==> config.mk <==
export PLATFORM = sky130hd
export DESIGN_NAME = rcd_cmd_addr
export DESIGN_NICKNAME = d
export VERILOG_FILES = /design/src/hdl/rcd_pkg.sv /design/src/hdl/rcd_cmd_addr.sv
export SDC_FILE = /design/constraint.sdc
export NUM_CORES = 1
export LEC_CHECK = 0
export BUFFER_PORTS_ARGS = -buffer_cell sky130_fd_sc_hd__buf_2
export CORE_ASPECT_RATIO = 1.5
export CORE_MARGIN = 4
export CORE_UTILIZATION = 25
export DETAILED_ROUTE_END_ITERATION = 12
export PLACE_DENSITY_LB_ADDON = 0.05
export REMOVE_ABC_BUFFERS = 1
export SLEW_MARGIN = 20
export SYNTH_ARGS = -nofsm -noshare
export SYNTH_HDL_FRONTEND = slang
export SYNTH_SLANG_ARGS = --single-unit
==> constraint.sdc <==
create_clock -name clk_sys -period 2.55 [get_ports clk_sys]
set_input_delay 0.3825 -clock clk_sys [delete_from_list [all_inputs] [get_ports clk_sys]]
set_output_delay 0.3825 -clock clk_sys [all_outputs]
set_load 0.1 [all_outputs]
==> src/hdl/rcd_pkg.sv <==
// Shared constants for the registered command/address path with parity
package rcd_pkg;
    localparam int          RCD_ADDR_W      = 16;
    localparam int          RCD_BANK_W      = 3;
    localparam int          RCD_CKE_W       = 2;
    localparam int          RCD_CS_W        = 4;
    localparam int          RCD_STROBE_W    = 3;
    localparam int          RCD_GROUPS      = 2;
    // Cycles from input capture to re-driven output
    localparam int          RCD_REG_LATENCY = 1;
    // Cycles from the bad input cycle to the flag, and flag width
    localparam int          RCD_ERR_LATENCY = 3;
    localparam int          RCD_ERR_PULSE   = 2;
    // Pin synchroniser depth and strap pin positions
    localparam int          RCD_SYNC_DEPTH  = 3;
    localparam int          RCD_PIN_COUNT   = 4;
    localparam int          RCD_PIN_BALLOUT_SWAP_SELECT  = 0;
    localparam int          RCD_PIN_QUAD_N  = 1;
    localparam int          RCD_PIN_CK_T    = 2;
    localparam int          RCD_PIN_CK_C    = 3;
    // Reset levels: no ballout_swap_select, dual-select default, clock running
    localparam logic [3:0]  RCD_PIN_RST     = 4'h6;
    localparam logic        RCD_FLAG_RST    = 1'b1;
    localparam logic        RCD_TERM_RST    = 1'b1;
    localparam logic [1:0]  RCD_CS_IDLE     = 2'h3;

    typedef enum logic [1:0] {
        RCD_ERR_IDLE,
        RCD_ERR_FIRST,
        RCD_ERR_SECOND
    } rcd_err_state_t;
endpackage : rcd_pkg
==> src/hdl/rcd_cmd_addr.sv <==
// Chip-select gated command/address register with even parity check
`timescale 1ns/1ps
module rcd_cmd_addr
    import rcd_pkg::*;
#(
    parameter int ADDR_W = RCD_ADDR_W,
    parameter int BANK_W = RCD_BANK_W,
    parameter int CKE_W  = RCD_CKE_W
) (
    // Clock and reset
    input  wire logic              clk_sys,
    input  wire logic              rst,
    // Ungated controls
    input  wire logic [CKE_W-1:0]  in_clk_enable,
    input  wire logic [CKE_W-1:0]  in_term_control,
    // Select-gated command and address
    input  wire logic [ADDR_W-1:0] in_addr_bits,
    input  wire logic [BANK_W-1:0] in_bank_bits,
    input  wire logic              in_row_strobe_n,
    input  wire logic              in_col_strobe_n,
    input  wire logic              in_write_strobe_n,
    input  wire logic              in_select_0_n,
    input  wire logic              in_select_1_n,
    input  wire logic              in_select_2_n,
    input  wire logic              in_select_3_n,
    input  wire logic              parity_bit_in,
    // Straps and clock pins
    input  wire logic              ballout_swap_select,
    input  wire logic              four_select_mode_pin_n,
    input  wire logic              ck_true_pin,
    input  wire logic              ck_comp_pin,
    // Control word zero settings
    input  wire logic              group_a_enable,
    input  wire logic              group_b_enable,
    input  wire logic              float_enable_bit,
    input  wire logic              three_cycle_timing,
    // Group A outputs
    output logic [ADDR_W-1:0]      out_addr_bits_a,
    output logic [BANK_W-1:0]      out_bank_bits_a,
    output logic                   out_row_strobe_n_a,
    output logic                   out_col_strobe_n_a,
    output logic                   out_write_strobe_n_a,
    output logic [1:0]             out_select_n_a,
    output logic [CKE_W-1:0]       out_clk_enable_a,
    output logic [CKE_W-1:0]       out_term_control_a,
    output logic                   out_cmd_oe_a,
    output logic                   out_ctrl_oe_a,
    // Group B outputs
    output logic [ADDR_W-1:0]      out_addr_bits_b,
    output logic [BANK_W-1:0]      out_bank_bits_b,
    output logic                   out_row_strobe_n_b,
    output logic                   out_col_strobe_n_b,
    output logic                   out_write_strobe_n_b,
    output logic [1:0]             out_select_n_b,
    output logic [CKE_W-1:0]       out_clk_enable_b,
    output logic [CKE_W-1:0]       out_term_control_b,
    output logic                   out_cmd_oe_b,
    output logic                   out_ctrl_oe_b,
    // Status
    output logic                   parity_error_flag_n,
    output logic                   parity_error_flag_oe,
    output logic                   input_termination,
    output logic                   four_select_mode_n
);
    localparam int CMD_W = ADDR_W + BANK_W + RCD_STROBE_W;

    // Forwarding needs at most one low select in each half
    function automatic logic cs_forward(input logic [RCD_CS_W-1:0] cs);
        logic [1:0] lo_a;
        logic [1:0] lo_b;
        lo_a = ~cs[1:0];
        lo_b = ~cs[3:2];
        return !(&lo_a) && !(&lo_b) && (|lo_a || |lo_b);
    endfunction : cs_forward

    // Standard mirrored pairs: 3/4, 5/6, 7/8 swap places
    function automatic logic [ADDR_W-1:0] ballout_swap_select_addr(input logic [ADDR_W-1:0] a);
        logic [ADDR_W-1:0] m;
        m    = a;
        m[3] = a[4];
        m[4] = a[3];
        m[5] = a[6];
        m[6] = a[5];
        m[7] = a[8];
        m[8] = a[7];
        return m;
    endfunction : ballout_swap_select_addr

    // Pin synchronisers; a level counts once stages two and three agree
    logic [RCD_PIN_COUNT-1:0]  pin_raw;
    logic [RCD_SYNC_DEPTH-1:0] pin_sync_q [RCD_PIN_COUNT];
    logic [RCD_PIN_COUNT-1:0]  pin_stable_q;

    assign pin_raw = {ck_comp_pin, ck_true_pin, four_select_mode_pin_n, ballout_swap_select};

    genvar gp;
    generate
        for (gp = 0; gp < RCD_PIN_COUNT; gp++) begin : g_pin
            always_ff @(posedge clk_sys) begin
                if (rst) begin
                    pin_sync_q[gp]   <= {RCD_SYNC_DEPTH{RCD_PIN_RST[gp]}};
                    pin_stable_q[gp] <= RCD_PIN_RST[gp];
                end else begin
                    pin_sync_q[gp] <= {pin_sync_q[gp][RCD_SYNC_DEPTH-2:0], pin_raw[gp]};
                    if (pin_sync_q[gp][1] == pin_sync_q[gp][2]) begin
                        pin_stable_q[gp] <= pin_sync_q[gp][2];
                    end
                end
            end
        end
    endgenerate

    // mode strap, low means four selects
    wire                    four_select_mode = !pin_stable_q[RCD_PIN_QUAD_N];
    wire                    ballout_swap_select_on        = pin_stable_q[RCD_PIN_BALLOUT_SWAP_SELECT];
    // stopped clock; sampled pins, so only a slow stop is seen
    wire                    clk_stop         = !pin_stable_q[RCD_PIN_CK_T] && !pin_stable_q[RCD_PIN_CK_C];

    wire [RCD_CS_W-1:0]     cs_raw = {in_select_3_n, in_select_2_n, in_select_1_n, in_select_0_n};
    // upper selects masked in dual mode
    wire [RCD_CS_W-1:0]     cs_eff = four_select_mode ? cs_raw : {RCD_CS_IDLE, cs_raw[1:0]};
    // forward only on a legal select pattern
    wire                    fwd      = cs_forward(cs_eff);
    wire                    any_low  = !(&cs_eff);
    // floating is blocked under three-cycle timing
    wire                    float_req = !any_low && float_enable_bit && !three_cycle_timing;
    wire [ADDR_W-1:0]       addr_log = ballout_swap_select_on ? ballout_swap_select_addr(in_addr_bits) : in_addr_bits;
    wire [CMD_W-1:0]        cmd_in   = {addr_log, in_bank_bits, in_row_strobe_n, in_col_strobe_n,
                                        in_write_strobe_n};
    wire [RCD_GROUPS-1:0]   grp_en   = {group_b_enable, group_a_enable};
    wire [1:0]              cs_grp [RCD_GROUPS];

    assign cs_grp[0] = cs_eff[1:0];
    assign cs_grp[1] = four_select_mode ? cs_eff[3:2] : cs_eff[1:0];

    // Output registers per group
    logic [CMD_W-1:0]       cmd_q  [RCD_GROUPS];
    logic [1:0]             cs_q   [RCD_GROUPS];
    logic [CKE_W-1:0]       cke_q  [RCD_GROUPS];
    logic [CKE_W-1:0]       odt_q  [RCD_GROUPS];
    logic [RCD_GROUPS-1:0]  cmd_oe_q;
    logic [RCD_GROUPS-1:0]  ctrl_oe_q;

    genvar gg;
    generate
        for (gg = 0; gg < RCD_GROUPS; gg++) begin : g_grp
            always_ff @(posedge clk_sys) begin
                if (rst) begin
                    // reset floats outputs; data waits low
                    cmd_q[gg]     <= '0;
                    cs_q[gg]      <= '0;
                    cke_q[gg]     <= '0;
                    odt_q[gg]     <= '0;
                    cmd_oe_q[gg]  <= 1'b0;
                    ctrl_oe_q[gg] <= 1'b0;
                end else begin
                    // one register stage; data holds and selects go idle when not forwarding
                    if (fwd) begin
                        cmd_q[gg] <= cmd_in;
                    end
                    cs_q[gg]      <= fwd ? cs_grp[gg] : RCD_CS_IDLE;
                    // ungated controls; clock-enable low on stop
                    cke_q[gg]     <= clk_stop ? '0 : in_clk_enable;
                    odt_q[gg]     <= in_term_control;
                    cmd_oe_q[gg]  <= grp_en[gg] && !clk_stop && !float_req;
                    ctrl_oe_q[gg] <= grp_en[gg] && !clk_stop;
                end
            end
        end
    endgenerate

    assign {out_addr_bits_a, out_bank_bits_a, out_row_strobe_n_a, out_col_strobe_n_a,
            out_write_strobe_n_a} = cmd_q[0];
    assign {out_addr_bits_b, out_bank_bits_b, out_row_strobe_n_b, out_col_strobe_n_b,
            out_write_strobe_n_b} = cmd_q[1];
    assign out_select_n_a     = cs_q[0];
    assign out_select_n_b     = cs_q[1];
    assign out_clk_enable_a   = cke_q[0];
    assign out_clk_enable_b   = cke_q[1];
    assign out_term_control_a = odt_q[0];
    assign out_term_control_b = odt_q[1];
    assign out_cmd_oe_a       = cmd_oe_q[0];
    assign out_cmd_oe_b       = cmd_oe_q[1];
    assign out_ctrl_oe_a      = ctrl_oe_q[0];
    assign out_ctrl_oe_b      = ctrl_oe_q[1];

    // Parity pipeline: data captured, parity bit follows a cycle later
    logic [CMD_W-1:0]       par_vec_q;
    logic                   par_chk_q;
    logic                   detect_q;
    rcd_err_state_t         err_state_q;
    rcd_err_state_t         err_state_d;
    logic                   flag_n_q;
    logic                   flag_oe_q;
    logic                   term_q;
    logic                   mode_n_q;

    // even parity over gated data and delayed bit
    wire                    par_bad = par_chk_q && (^{par_vec_q, parity_bit_in});

    always_comb begin
        case (err_state_q)
            RCD_ERR_IDLE:   err_state_d = RCD_ERR_IDLE;
            RCD_ERR_FIRST:  err_state_d = RCD_ERR_SECOND;
            RCD_ERR_SECOND: err_state_d = RCD_ERR_IDLE;
            default:        err_state_d = RCD_ERR_IDLE;
        endcase
        // a new error restarts the two-cycle pulse
        if (detect_q) begin
            err_state_d = RCD_ERR_FIRST;
        end
    end

    always_ff @(posedge clk_sys) begin
        if (rst) begin
            par_vec_q   <= '0;
            par_chk_q   <= 1'b0;
            detect_q    <= 1'b0;
            err_state_q <= RCD_ERR_IDLE;
            flag_n_q    <= RCD_FLAG_RST;
            flag_oe_q   <= 1'b0;
            term_q      <= RCD_TERM_RST;
            mode_n_q    <= RCD_PIN_RST[RCD_PIN_QUAD_N];
        end else begin
            // check any cycle with one or more effective selects low
            par_vec_q   <= cmd_in;
            par_chk_q   <= any_low;
            // detect, state, flag: three edges after the bad cycle
            detect_q    <= par_bad;
            err_state_q <= err_state_d;
            flag_n_q    <= (err_state_d == RCD_ERR_IDLE);
            flag_oe_q   <= (err_state_d != RCD_ERR_IDLE);
            // termination is off while ballout_swap_select is on, for address and command
            term_q      <= !ballout_swap_select_on;
            mode_n_q    <= !four_select_mode;
        end
    end

    assign parity_error_flag_n  = flag_n_q;
    assign parity_error_flag_oe = flag_oe_q;
    assign input_termination    = term_q;
    assign four_select_mode_n   = mode_n_q;
endmodule : rcd_cmd_addr

==> run summary, run 1 <==
• **antenna violations before repair** 0
• **count of final max-slew check failures** 0
• **total DRC errors in the routed layout** 0
• **met1 layer wirelength in the final routing** 2.30 mm
• **Fmax** 572 MHz
• **Largest delay share family, worst path** simple AND/OR/NAND/NOR gates
• **area of the placeable core** 11500 um2
• **RSZ-0062 raised after global routing** no
• **gate count after technology mapping** 250
• **first-pass GRT wire length** 9.65 mm
• **status** finished, final reports clean
• **count of instances resized after the clock tree is built** 0
• **crit path max fanout** 22
• **hold-critical path endpoint** pin_sync_q[1][0]$_SDFF_PP1_
• **cell-by-cell trace of the critical path** or3_1, o21ai_0, or2_1, buf_4, nor3_1
• **via count of the first global-routing pass** 1919
• **Sum Neg Setup Slack** 0 ps
• **Final Wtd Congestion** 0.679
• **pin count of the biggest net entering global routing** 30
• **Critical R2R Capture** cmd_q[0][9]$_SDFFCE_PN0P_
• **static power due to leakage** 1.63 nW
• **Final Routed Wirelength** 6.05 mm
• **startpoint kind of the worst setup timing path** flip-flop
• **Net count, final** 373
• **Post-DP HPWL** 4.36 mm
• **number of H-tree branching levels** 3
• **total global routing track utilization** 0.0959
• **Maximum Capacitance Violations** 0
• **remaining antenna violation count** 0
• **vias post-DR** 1855
• **Pwr Total** 3.55 mW
• **Layout Cells excl Fill** 487
• **total overflow reported by the global router** 0
• **Max-slew headroom** 0.673
• **Reg2Reg Launch Point** pin_stable_q[1]$_SDFFE_PP1N_
• **worst-case vdd ir drop** 0.000322 V
• **Hold Crit Depth** 2
• **total power divided by cell area** 957 nW/um2
• **Crit path arrival time** 1810 ps
• **period utilization** 0.686
• **post-synthesis cell area** 2940 um2
• **sequential element share of the synthesized area** 0.619
• **horizontal extent of the die** 96.6 um
• **antenna diode instance count** 0
• **slowest cell delay on critical path** 400 ps
• **final count of hold timing violations** 0
• **hold buffer count at cts** 0
• **die area** 13600 um2
• **starting density of the core** 0.255
• **post-DR wirelength/cell** 12.4 um
• **number of design-rule violations left by the first detailed-router iteration** 26
• **post-synthesis area per instance** 11.8 um2
• **height of the die** 141 um
• **Tightest Pin Transition** 493 ps
• **worst hold-check path type** in2reg
• **time the worst path needs with I/O delays and setup** 1750 ps
• **clock sink total** 80
• **master cell of the clock root buffer** sky130_fd_sc_hd__clkbuf_16
• **min-delay src** four_select_mode_pin_n
• **clock tree from TritonCTS** done
• **endpoint class of the critical path** flip-flop
• **post-CTS repair timing setup buffer count** 0
• **Worst-path clk slew** 60 ps
• **instance count after placement with tap cells included** 471
• **count of cells along the worst register-to-register path** 5
• **post-placement worst setup slack** 708 ps
• **final setup skew** 5.70 ps
• **FP Rows** 48
• **Post-Route Hold Slack** 234 ps
• **required time of the critical path** 2610 ps
• **number of fillers in the final layout** 1256
• **Clock Latency Late Sink** 330 ps
• **area grow syn2layout** 25.9%
• **number of iterations in the first detailed-routing pass** 4
• **CTS buffer count** 9
• **buffer levels on the longest clock path** 2
• **Distinct cells, synth** 29
• **setup violators final** 0
• **setup slack of the most critical reg-to-reg path** 800 ps
• **number of warnings printed during yosys synthesis** 0
• **min setup slack post-route** 800 ps
• **kind of critical path** reg2reg
• **post-synthesis register bit count** 80
• **total met3 wirelength after detailed routing** 291 um
• **count of boundary I/O pins** 105
• **count of input and output buffers** 104
• **uppermost routed layer** met4
• **Via-to-Cell Ratio** 3.81
• **met2 WL post-DR** 3.30 mm
• **standard cell with the maximum stage delay on the critical path** sky130_fd_sc_hd__or3_1
• **share of layout cells above drive strength 1** 0.389
• **count of buffering cells on the critical path with inverters included** 1
worst reg2reg max path: stages, from the launching register on:
cell and delay [ps]:
sky130_fd_sc_hd__dfxtp_1 390, sky130_fd_sc_hd__or3_1 410, sky130_fd_sc_hd__o21ai_0 110, sky130_fd_sc_hd__or2_1 200, sky130_fd_sc_hd__buf_4 290, sky130_fd_sc_hd__nor3_1 100
metrics by stage:
stage	utilization	instance area, um2
2_1_floorplan	-	2680
3_3_place_gp	0.297	3420
3_5_place_dp	0.297	3420
4_1_cts	0.321	3710
5_1_grt	0.321	3710
6_report	0.321	3710
area by class of cell:
type,instances,area [um2],area share
multi-input cells,131,853,0.230
repair buffers,108,551,0.149
well taps,150,188,0.0506
clock inverters,3,15.0,0.00405
clock buffers,13,270,0.0729
inverters,2,7.51,0.00203
flip-flops and latches,80,1820,0.492
routing by layer:
layer	track usage	vias up
met3	0.0166	9
li1	-	943
met5	0	-
met1	0.102	852
met4	0.0621	0
met2	0.169	51
synthesized netlist by cell type:
| master | n | area (um2) |
|---|---|---|
| sky130_fd_sc_hd__and2_1 | 4 | 25.0 |
| sky130_fd_sc_hd__xor2_1 | 4 | 35.0 |
| sky130_fd_sc_hd__inv_1 | 2 | 7.51 |
| sky130_fd_sc_hd__o21ai_0 | 3 | 15.0 |
| sky130_fd_sc_hd__nor2b_1 | 46 | 288 |
| sky130_fd_sc_hd__nor3b_2 | 1 | 12.5 |
| sky130_fd_sc_hd__or2_2 | 7 | 43.8 |
| sky130_fd_sc_hd__dfxtp_1 | 58 | 1160 |
| sky130_fd_sc_hd__nand2_1 | 3 | 11.3 |
| sky130_fd_sc_hd__buf_6 | 3 | 33.8 |
| sky130_fd_sc_hd__nor2_1 | 18 | 67.6 |
| sky130_fd_sc_hd__a31oi_1 | 1 | 6.26 |
| sky130_fd_sc_hd__o21bai_1 | 2 | 15.0 |
| sky130_fd_sc_hd__a211oi_1 | 2 | 15.0 |
| sky130_fd_sc_hd__or3_1 | 1 | 6.26 |
| sky130_fd_sc_hd__or2_1 | 1 | 6.26 |
| sky130_fd_sc_hd__a21oi_1 | 5 | 25.0 |
| sky130_fd_sc_hd__buf_4 | 26 | 195 |
| sky130_fd_sc_hd__edfxtp_1 | 22 | 661 |
| sky130_fd_sc_hd__mux2i_1 | 6 | 60.1 |
| sky130_fd_sc_hd__xnor2_1 | 16 | 140 |
| sky130_fd_sc_hd__buf_1 | 2 | 7.51 |
| sky130_fd_sc_hd__clkbuf_1 | 5 | 18.8 |
| sky130_fd_sc_hd__nor4b_1 | 1 | 8.76 |
| sky130_fd_sc_hd__buf_2 | 1 | 5.00 |
| sky130_fd_sc_hd__nor3_1 | 6 | 30.0 |
| sky130_fd_sc_hd__xnor3_1 | 1 | 22.5 |
| sky130_fd_sc_hd__nor3b_1 | 1 | 7.51 |
| sky130_fd_sc_hd__nand2b_1 | 2 | 12.5 |
cells by family after synthesis:
| family | share of synthesized area |
|---|---|
| compound gates | 0.0259 |
| xor+xnor | 0.0672 |
| buf+inv | 0.0910 |
| flops | 0.619 |
| mux | 0.0204 |
| simple gates | 0.176 |
cells in the final DEF (no fill, tap or decap), drive strengths merged, types with 2 or more instances in the layout:
master and instances:
a211oi 2, a21oi 5, and2 4, buf 108
clkbuf 13, clkinv 3, dfxtp 58, edfxtp 22
inv 2, mux2i 6, nand2 3, nand2b 2
nor2 18, nor2b 46, nor3 6, nor3b 2
o21ai 3, o21bai 2, or2 8, xnor2 16
xor2 4
state kept, by name (all words and copies together), names as in the netlist, 2 cells and up:
| signal | cells |
|---|---|
| cke_q | 2 |
| cmd_q | 22 |
| cs_q | 4 |
| err_state_q | 2 |
| odt_q | 2 |
| par_vec_q | 22 |
| pin_stable_q | 3 |
| pin_sync_q | 12 |
report_power, final:
group,switching [mW],leakage (nW),internal (mW)
combinational,0.736,0.765,0.178
clock,0.471,0.145,0.734
sequential,0.0332,0.724,1.39
total,1.24,1.63,2.31
worst max-delay path by stage:
stage | startpoint | to | slack [ps] | depth (start not counted)
2_1_floorplan | pin_stable_q[1]$_SDFFE_PP1N_ | cmd_q[0][0]$_SDFFCE_PN0P_ | 250 | 4
3_3_place_gp | in_select_2_n | cmd_q[0][9]$_SDFFCE_PN0P_ | 750 | 6
3_5_place_dp | in_select_2_n | cmd_q[0][9]$_SDFFCE_PN0P_ | 710 | 6
4_1_cts | pin_stable_q[1]$_SDFFE_PP1N_ | cmd_q[0][9]$_SDFFCE_PN0P_ | 770 | 5
5_1_grt | pin_stable_q[1]$_SDFFE_PP1N_ | cmd_q[0][9]$_SDFFCE_PN0P_ | 660 | 5
6_report | pin_stable_q[1]$_SDFFE_PP1N_ | cmd_q[0][9]$_SDFFCE_PN0P_ | 800 | 5
(Power assumes the default switching activity.)
==> run 2, diff against run 1 <==
==> constraint.sdc (replaced) <==
create_clock -name clk_sys -period 1.8 [get_ports clk_sys]
set_input_delay 0.27 -clock clk_sys [delete_from_list [all_inputs] [get_ports clk_sys]]
set_output_delay 0.27 -clock clk_sys [all_outputs]
set_load 0.1 [all_outputs]
==> run 2 against run 1 <==
Effect of this change: clock skew down 1.4 ps; hold slack lost 110 ps; sequential power up 41%; die area stayed put.
==> run summary, run 2 (same netlist as run 1, synthesis figures left out) <==
• **Cell Area, Placed** 3470 um2
• **CTS buffer count** 9
• **period utilization** 0.882
• **via count of the first global-routing pass** 1881
• **die area** 13600 um2
• **post-placement worst setup slack** 198 ps
• **RSZ-0062 raised after global routing** no
• **first-pass GRT wire length** 9.71 mm
• **Fmax** 630 MHz
• **area grow syn2layout** 26.8%
• **Clock Latency Late Sink** 330 ps
• **count of input and output buffers** 104
• **post-CTS repair timing setup buffer count** 0
• **min setup slack post-route** 212 ps
• **Sum Neg Setup Slack** 0 ps
• **total DRC errors in the routed layout** 0
• **status** finished, final reports clean
• **Pwr Total** 4.96 mW
• **Tightest Pin Transition** 489 ps
• **worst hold-check path type** in2reg
• **count of instances resized after the clock tree is built** 0
• **Worst-path clk slew** 60 ps
• **vias post-DR** 1860
• **area of the placeable core** 11500 um2
• **Maximum Capacitance Violations** 0
• **post-DR wirelength/cell** 12.4 um
• **Max-slew headroom** 0.676
• **Post-DP HPWL** 4.42 mm
• **clock tree from TritonCTS** done
• **count of final max-slew check failures** 0
• **final count of hold timing violations** 0
• **required time of the critical path** 1880 ps
• **crit path max fanout** 22
• **instance count after placement with tap cells included** 472
• **Net count, final** 374
• **commonest non-fill, non-tap cells in the layout** sky130_fd_sc_hd__buf_2 (104), sky130_fd_sc_hd__dfxtp_1 (58), sky130_fd_sc_hd__nor2b_1 (46)
• **Post-Route Hold Slack** 120 ps
• **total power divided by cell area** 1330 nW/um2
• **hold buffer count at cts** 0
• **endpoint class of the critical path** flip-flop
• **Crit path arrival time** 1670 ps
• **count of boundary I/O pins** 105
• **number of H-tree branching levels** 3
• **master cell of the clock root buffer** sky130_fd_sc_hd__clkbuf_16
• **starting density of the core** 0.255
• **buffer levels on the longest clock path** 2
• **height of the die** 141 um
• **time the worst path needs with I/O delays and setup** 1590 ps
• **pin count of the biggest net entering global routing** 40
• **number of design-rule violations left by the first detailed-router iteration** 48
• **kind of critical path** reg2reg
• **total global routing track utilization** 0.0955
• **total non-filler cell area in the finished layout** 3730 um2
• **startpoint kind of the worst setup timing path** flip-flop
• **antenna violations before repair** 0
• **antenna diode instance count** 0
• **Layout Cells excl Fill** 488
• **Top Registers** cmd_q x22, par_vec_q x22, pin_sync_q x12
• **most common library cell in the layout ignoring fill and taps** sky130_fd_sc_hd__buf_2
• **share of layout cells above drive strength 1** 0.385
• **setup violators final** 0
• **worst-case vdd ir drop** 0.000455 V
• **Via-to-Cell Ratio** 3.81
• **final setup skew** 4.31 ps
• **total overflow reported by the global router** 0
• **number of iterations in the first detailed-routing pass** 4
• **Final Routed Wirelength** 6.06 mm
• **horizontal extent of the die** 96.6 um
• **static power due to leakage** 1.64 nW
• **clock sink total** 80
• **FP Rows** 48
• **Final Wtd Congestion** 0.691
• **remaining antenna violation count** 0
• **fraction of the core area covered by cells at the end of the flow** 0.324
run 2: cell count changes in the layout (fill, tap and decap cells not counted):
cell	previous run	this run
sky130_fd_sc_hd__buf_12	0	3
sky130_fd_sc_hd__buf_4	4	2
sky130_fd_sc_hd__clkbuf_8	3	1
sky130_fd_sc_hd__clkinv_1	0	2
run 2: area by class of cell:
| cell class | count | area, um2 |
|---|---|---|
| fill | 1261 | 7800 |
| inverter | 2 | 7.51 |
| timing repair buffer | 109 | 596 |
| tap | 150 | 188 |
| sequential | 80 | 1820 |
| clock inverter | 5 | 22.5 |
| multi-input combinational | 131 | 853 |
| clock buffer | 11 | 243 |
run 2: layer usage:
metal  part of all wire  vias up  track usage
li1                   -      943            -
met1               0.38      854        0.105
met2               0.55       53        0.166
met3              0.059       10       0.0246
met4              0.018        0       0.0488
met5                  0        -            0
run 2: critical path, stage by stage (launching register included):
cell	delay [ps]
sky130_fd_sc_hd__dfxtp_1	350
sky130_fd_sc_hd__or3_1	390
sky130_fd_sc_hd__o21ai_0	100
sky130_fd_sc_hd__or2_1	200
sky130_fd_sc_hd__nand2b_1	110
sky130_fd_sc_hd__buf_12	180
run 2: report_power, final:
part	total (mW)	internal, mW	switching (mW)
Sequential	2.02	1.97	0.0503
Combinational	1.29	0.262	1.03
Clock	1.65	0.955	0.692
Total	4.96	3.19	1.77
run 2: worst paths after layout:
check	from	end	slack, ps	cells past startpoint
worst min-delay path	ck_true_pin	pin_sync_q[2][0]$_SDFF_PP1_	120	2
worst min register to register	pin_sync_q[1][0]$_SDFF_PP1_	pin_sync_q[1][1]$_SDFF_PP1_	410	1
worst max-delay path	pin_stable_q[1]$_SDFFE_PP1N_	cmd_q[0][12]$_SDFFCE_PN0P_	210	5
worst max register to register	pin_stable_q[1]$_SDFFE_PP1N_	cmd_q[0][12]$_SDFFCE_PN0P_	210	5
==> run 3, diff against run 2 <==
--- a/config.mk
+++ b/config.mk
@@ -6,11 +6,13 @@
 export NUM_CORES = 1
 export LEC_CHECK = 0
 export BUFFER_PORTS_ARGS = -buffer_cell sky130_fd_sc_hd__buf_2
+export CELL_PAD_IN_SITES_DETAIL_PLACEMENT = 1
+export CELL_PAD_IN_SITES_GLOBAL_PLACEMENT = 1
 export CORE_ASPECT_RATIO = 1.5
 export CORE_MARGIN = 4
 export CORE_UTILIZATION = 25
 export DETAILED_ROUTE_END_ITERATION = 12
-export PLACE_DENSITY_LB_ADDON = 0.05
+export PLACE_DENSITY_LB_ADDON = 0.1
 export REMOVE_ABC_BUFFERS = 1
 export SLEW_MARGIN = 20
 export SYNTH_ARGS = -nofsm -noshare
==> run 3 against run 2 <==
Effect of this change: clock power hardly changed; via count up 2.1%; global-route usage is 0.46 points higher; non-clock buffer count increased by 3; critical endpoint is now cmd_q[0][5]$_SDFFCE_PN0P_; critical path depth stayed put.
==> run summary, run 3 (same netlist as run 1, synthesis figures left out) <==
• **commonest non-fill, non-tap cells in the layout** sky130_fd_sc_hd__buf_2 (104), sky130_fd_sc_hd__dfxtp_1 (58), sky130_fd_sc_hd__nor2b_1 (46)
• **Hold Crit Depth** 2
• **instance count after placement with tap cells included** 475
• **count of instances resized after the clock tree is built** 0
• **worst hold-check path type** in2reg
• **required time of the critical path** 1870 ps
• **status** finished, final reports clean
• **post-DR wirelength/cell** 12.9 um
• **clock sink total** 80
• **setup violators final** 0
• **Fmax** 634 MHz
• **antenna violations before repair** 0
• **height of the die** 141 um
• **total overflow reported by the global router** 0
• **Clock Latency Late Sink** 320 ps
• **starting density of the core** 0.255
• **min-delay src** four_select_mode_pin_n
• **post-CTS repair timing setup buffer count** 0
• **Final Routed Wirelength** 6.32 mm
• **first-pass GRT wire length** 10.2 mm
• **count of boundary I/O pins** 105
• **routing usage on met1** 0.101
• **Maximum Capacitance Violations** 0
• **worst-case vdd ir drop** 0.000501 V
• **CTS buffer count** 9
• **clock tree from TritonCTS** done
• **count of final max-slew check failures** 0
• **area of the placeable core** 11500 um2
• **count of input and output buffers** 104
• **Tightest Pin Transition** 495 ps
• **final setup skew** 3.47 ps
• **GRT met3 Usage** 0.0299
• **vias post-DR** 1899
• **hold buffer count at cts** 0
• **count of cells along the worst register-to-register path** 5
• **die area** 13600 um2
• **pin count of the biggest net entering global routing** 23
• **Layout Cells excl Fill** 491
• **total power divided by cell area** 1330 nW/um2
• **Crit path arrival time** 1650 ps
• **kind of critical path** reg2reg
• **startpoint kind of the worst setup timing path** flip-flop
• **remaining antenna violation count** 0
• **GR peak layer** met2
• **final count of hold timing violations** 0
• **Via-to-Cell Ratio** 3.87
• **Sum Neg Setup Slack** 0 ps
• **area grow syn2layout** 26.7%
• **share of layout cells above drive strength 1** 0.393
• **Worst-path clk slew** 60 ps
• **time the worst path needs with I/O delays and setup** 1580 ps
• **number of fillers in the final layout** 1340
• **Critical R2R Capture** cmd_q[0][5]$_SDFFCE_PN0P_
• **antenna diode instance count** 0
• **Post-DP HPWL** 4.75 mm
• **Top Registers** cmd_q x22, par_vec_q x22, pin_sync_q x12
• **buffer levels on the longest clock path** 2
• **via count of the first global-routing pass** 2116
• **most common library cell in the layout ignoring fill and taps** sky130_fd_sc_hd__buf_2
• **Max-slew headroom** 0.672
• **RSZ-0062 raised after global routing** no
• **master cell of the clock root buffer** sky130_fd_sc_hd__clkbuf_16
• **number of H-tree branching levels** 3
• **total global routing track utilization** 0.100
• **period utilization** 0.876
• **FP Rows** 48
• **Final Wtd Congestion** 0.685
• **Net count, final** 377
• **hold-critical path endpoint** pin_sync_q[1][0]$_SDFF_PP1_
• **number of design-rule violations left by the first detailed-router iteration** 21
• **static power due to leakage** 1.65 nW
• **horizontal extent of the die** 96.6 um
• **crit path max fanout** 13
• **Reg2Reg Launch Point** pin_stable_q[1]$_SDFFE_PP1N_
• **endpoint class of the critical path** flip-flop
• **setup slack of the most critical reg-to-reg path** 220 ps
• **total DRC errors in the routed layout** 0
• **number of iterations in the first detailed-routing pass** 3
• **met2 track demand over resource in global routing** 0.181
==> run 3: power by group <==
part | switching (mW) | total, mW | internal [mW] | leakage (nW)
logic | 1.04 | 1.30 | 0.260 | 0.789
registers | 0.0494 | 2.02 | 1.97 | 0.724
clock network | 0.663 | 1.62 | 0.962 | 0.136
total | 1.75 | 4.95 | 3.20 | 1.65
==> run 3: metrics by stage <==
step / hold WS, ps / cell area (um2) / setup WS, ps / power, mW / utilization
after global placement: 394 / 3460 / 187 / 3.37 / 0.300
after CTS: 110 / 3730 / 178 / 5.05 / 0.323
after floorplan: 339 / 2680 / -497 / 3.12 / -
final: 127 / 3730 / 222 / 4.95 / 0.323
after detailed placement: 398 / 3460 / 158 / 3.38 / 0.300
after global routing: 117 / 3730 / 116 / 5.17 / 0.323
==> run 3: critical path: stages, from the launching register on <==
cell	delay, ps
sky130_fd_sc_hd__dfxtp_1	340
sky130_fd_sc_hd__or3_1	390
sky130_fd_sc_hd__o21ai_0	120
sky130_fd_sc_hd__or2_1	180
sky130_fd_sc_hd__buf_4	220
sky130_fd_sc_hd__nor2b_1	70
==> run 3: per-layer routing <==
metal,up-vias,share of wire
li1,951,-
met1,880,0.37
met2,60,0.55
met3,8,0.061
met4,0,0.018
met5,-,0
==> run 3: final cells by class <==
class,count,area [um2],share of cell area
Inverter,2,7.51,0.00201
Multi-Input combinational cell,131,853,0.229
Timing Repair Buffer,112,593,0.159
Clock buffer,12,246,0.0661
Tap cell,150,188,0.0503
Clock inverter,4,20.0,0.00537
Sequential cell,80,1820,0.488
==> run 3: worst max path at each step <==
stage	from	end	slack [ps]	cells past startpoint
after floorplan	pin_stable_q[1]$_SDFFE_PP1N_	cmd_q[0][0]$_SDFFCE_PN0P_	-500	4
after global placement	in_select_2_n	cmd_q[0][2]$_SDFFCE_PN0P_	190	6
after detailed placement	in_select_2_n	cmd_q[0][2]$_SDFFCE_PN0P_	160	6
after CTS	pin_stable_q[1]$_SDFFE_PP1N_	cmd_q[0][2]$_SDFFCE_PN0P_	180	5
after global routing	pin_stable_q[1]$_SDFFE_PP1N_	cmd_q[0][5]$_SDFFCE_PN0P_	120	5
final	pin_stable_q[1]$_SDFFE_PP1N_	cmd_q[0][5]$_SDFFCE_PN0P_	220	5
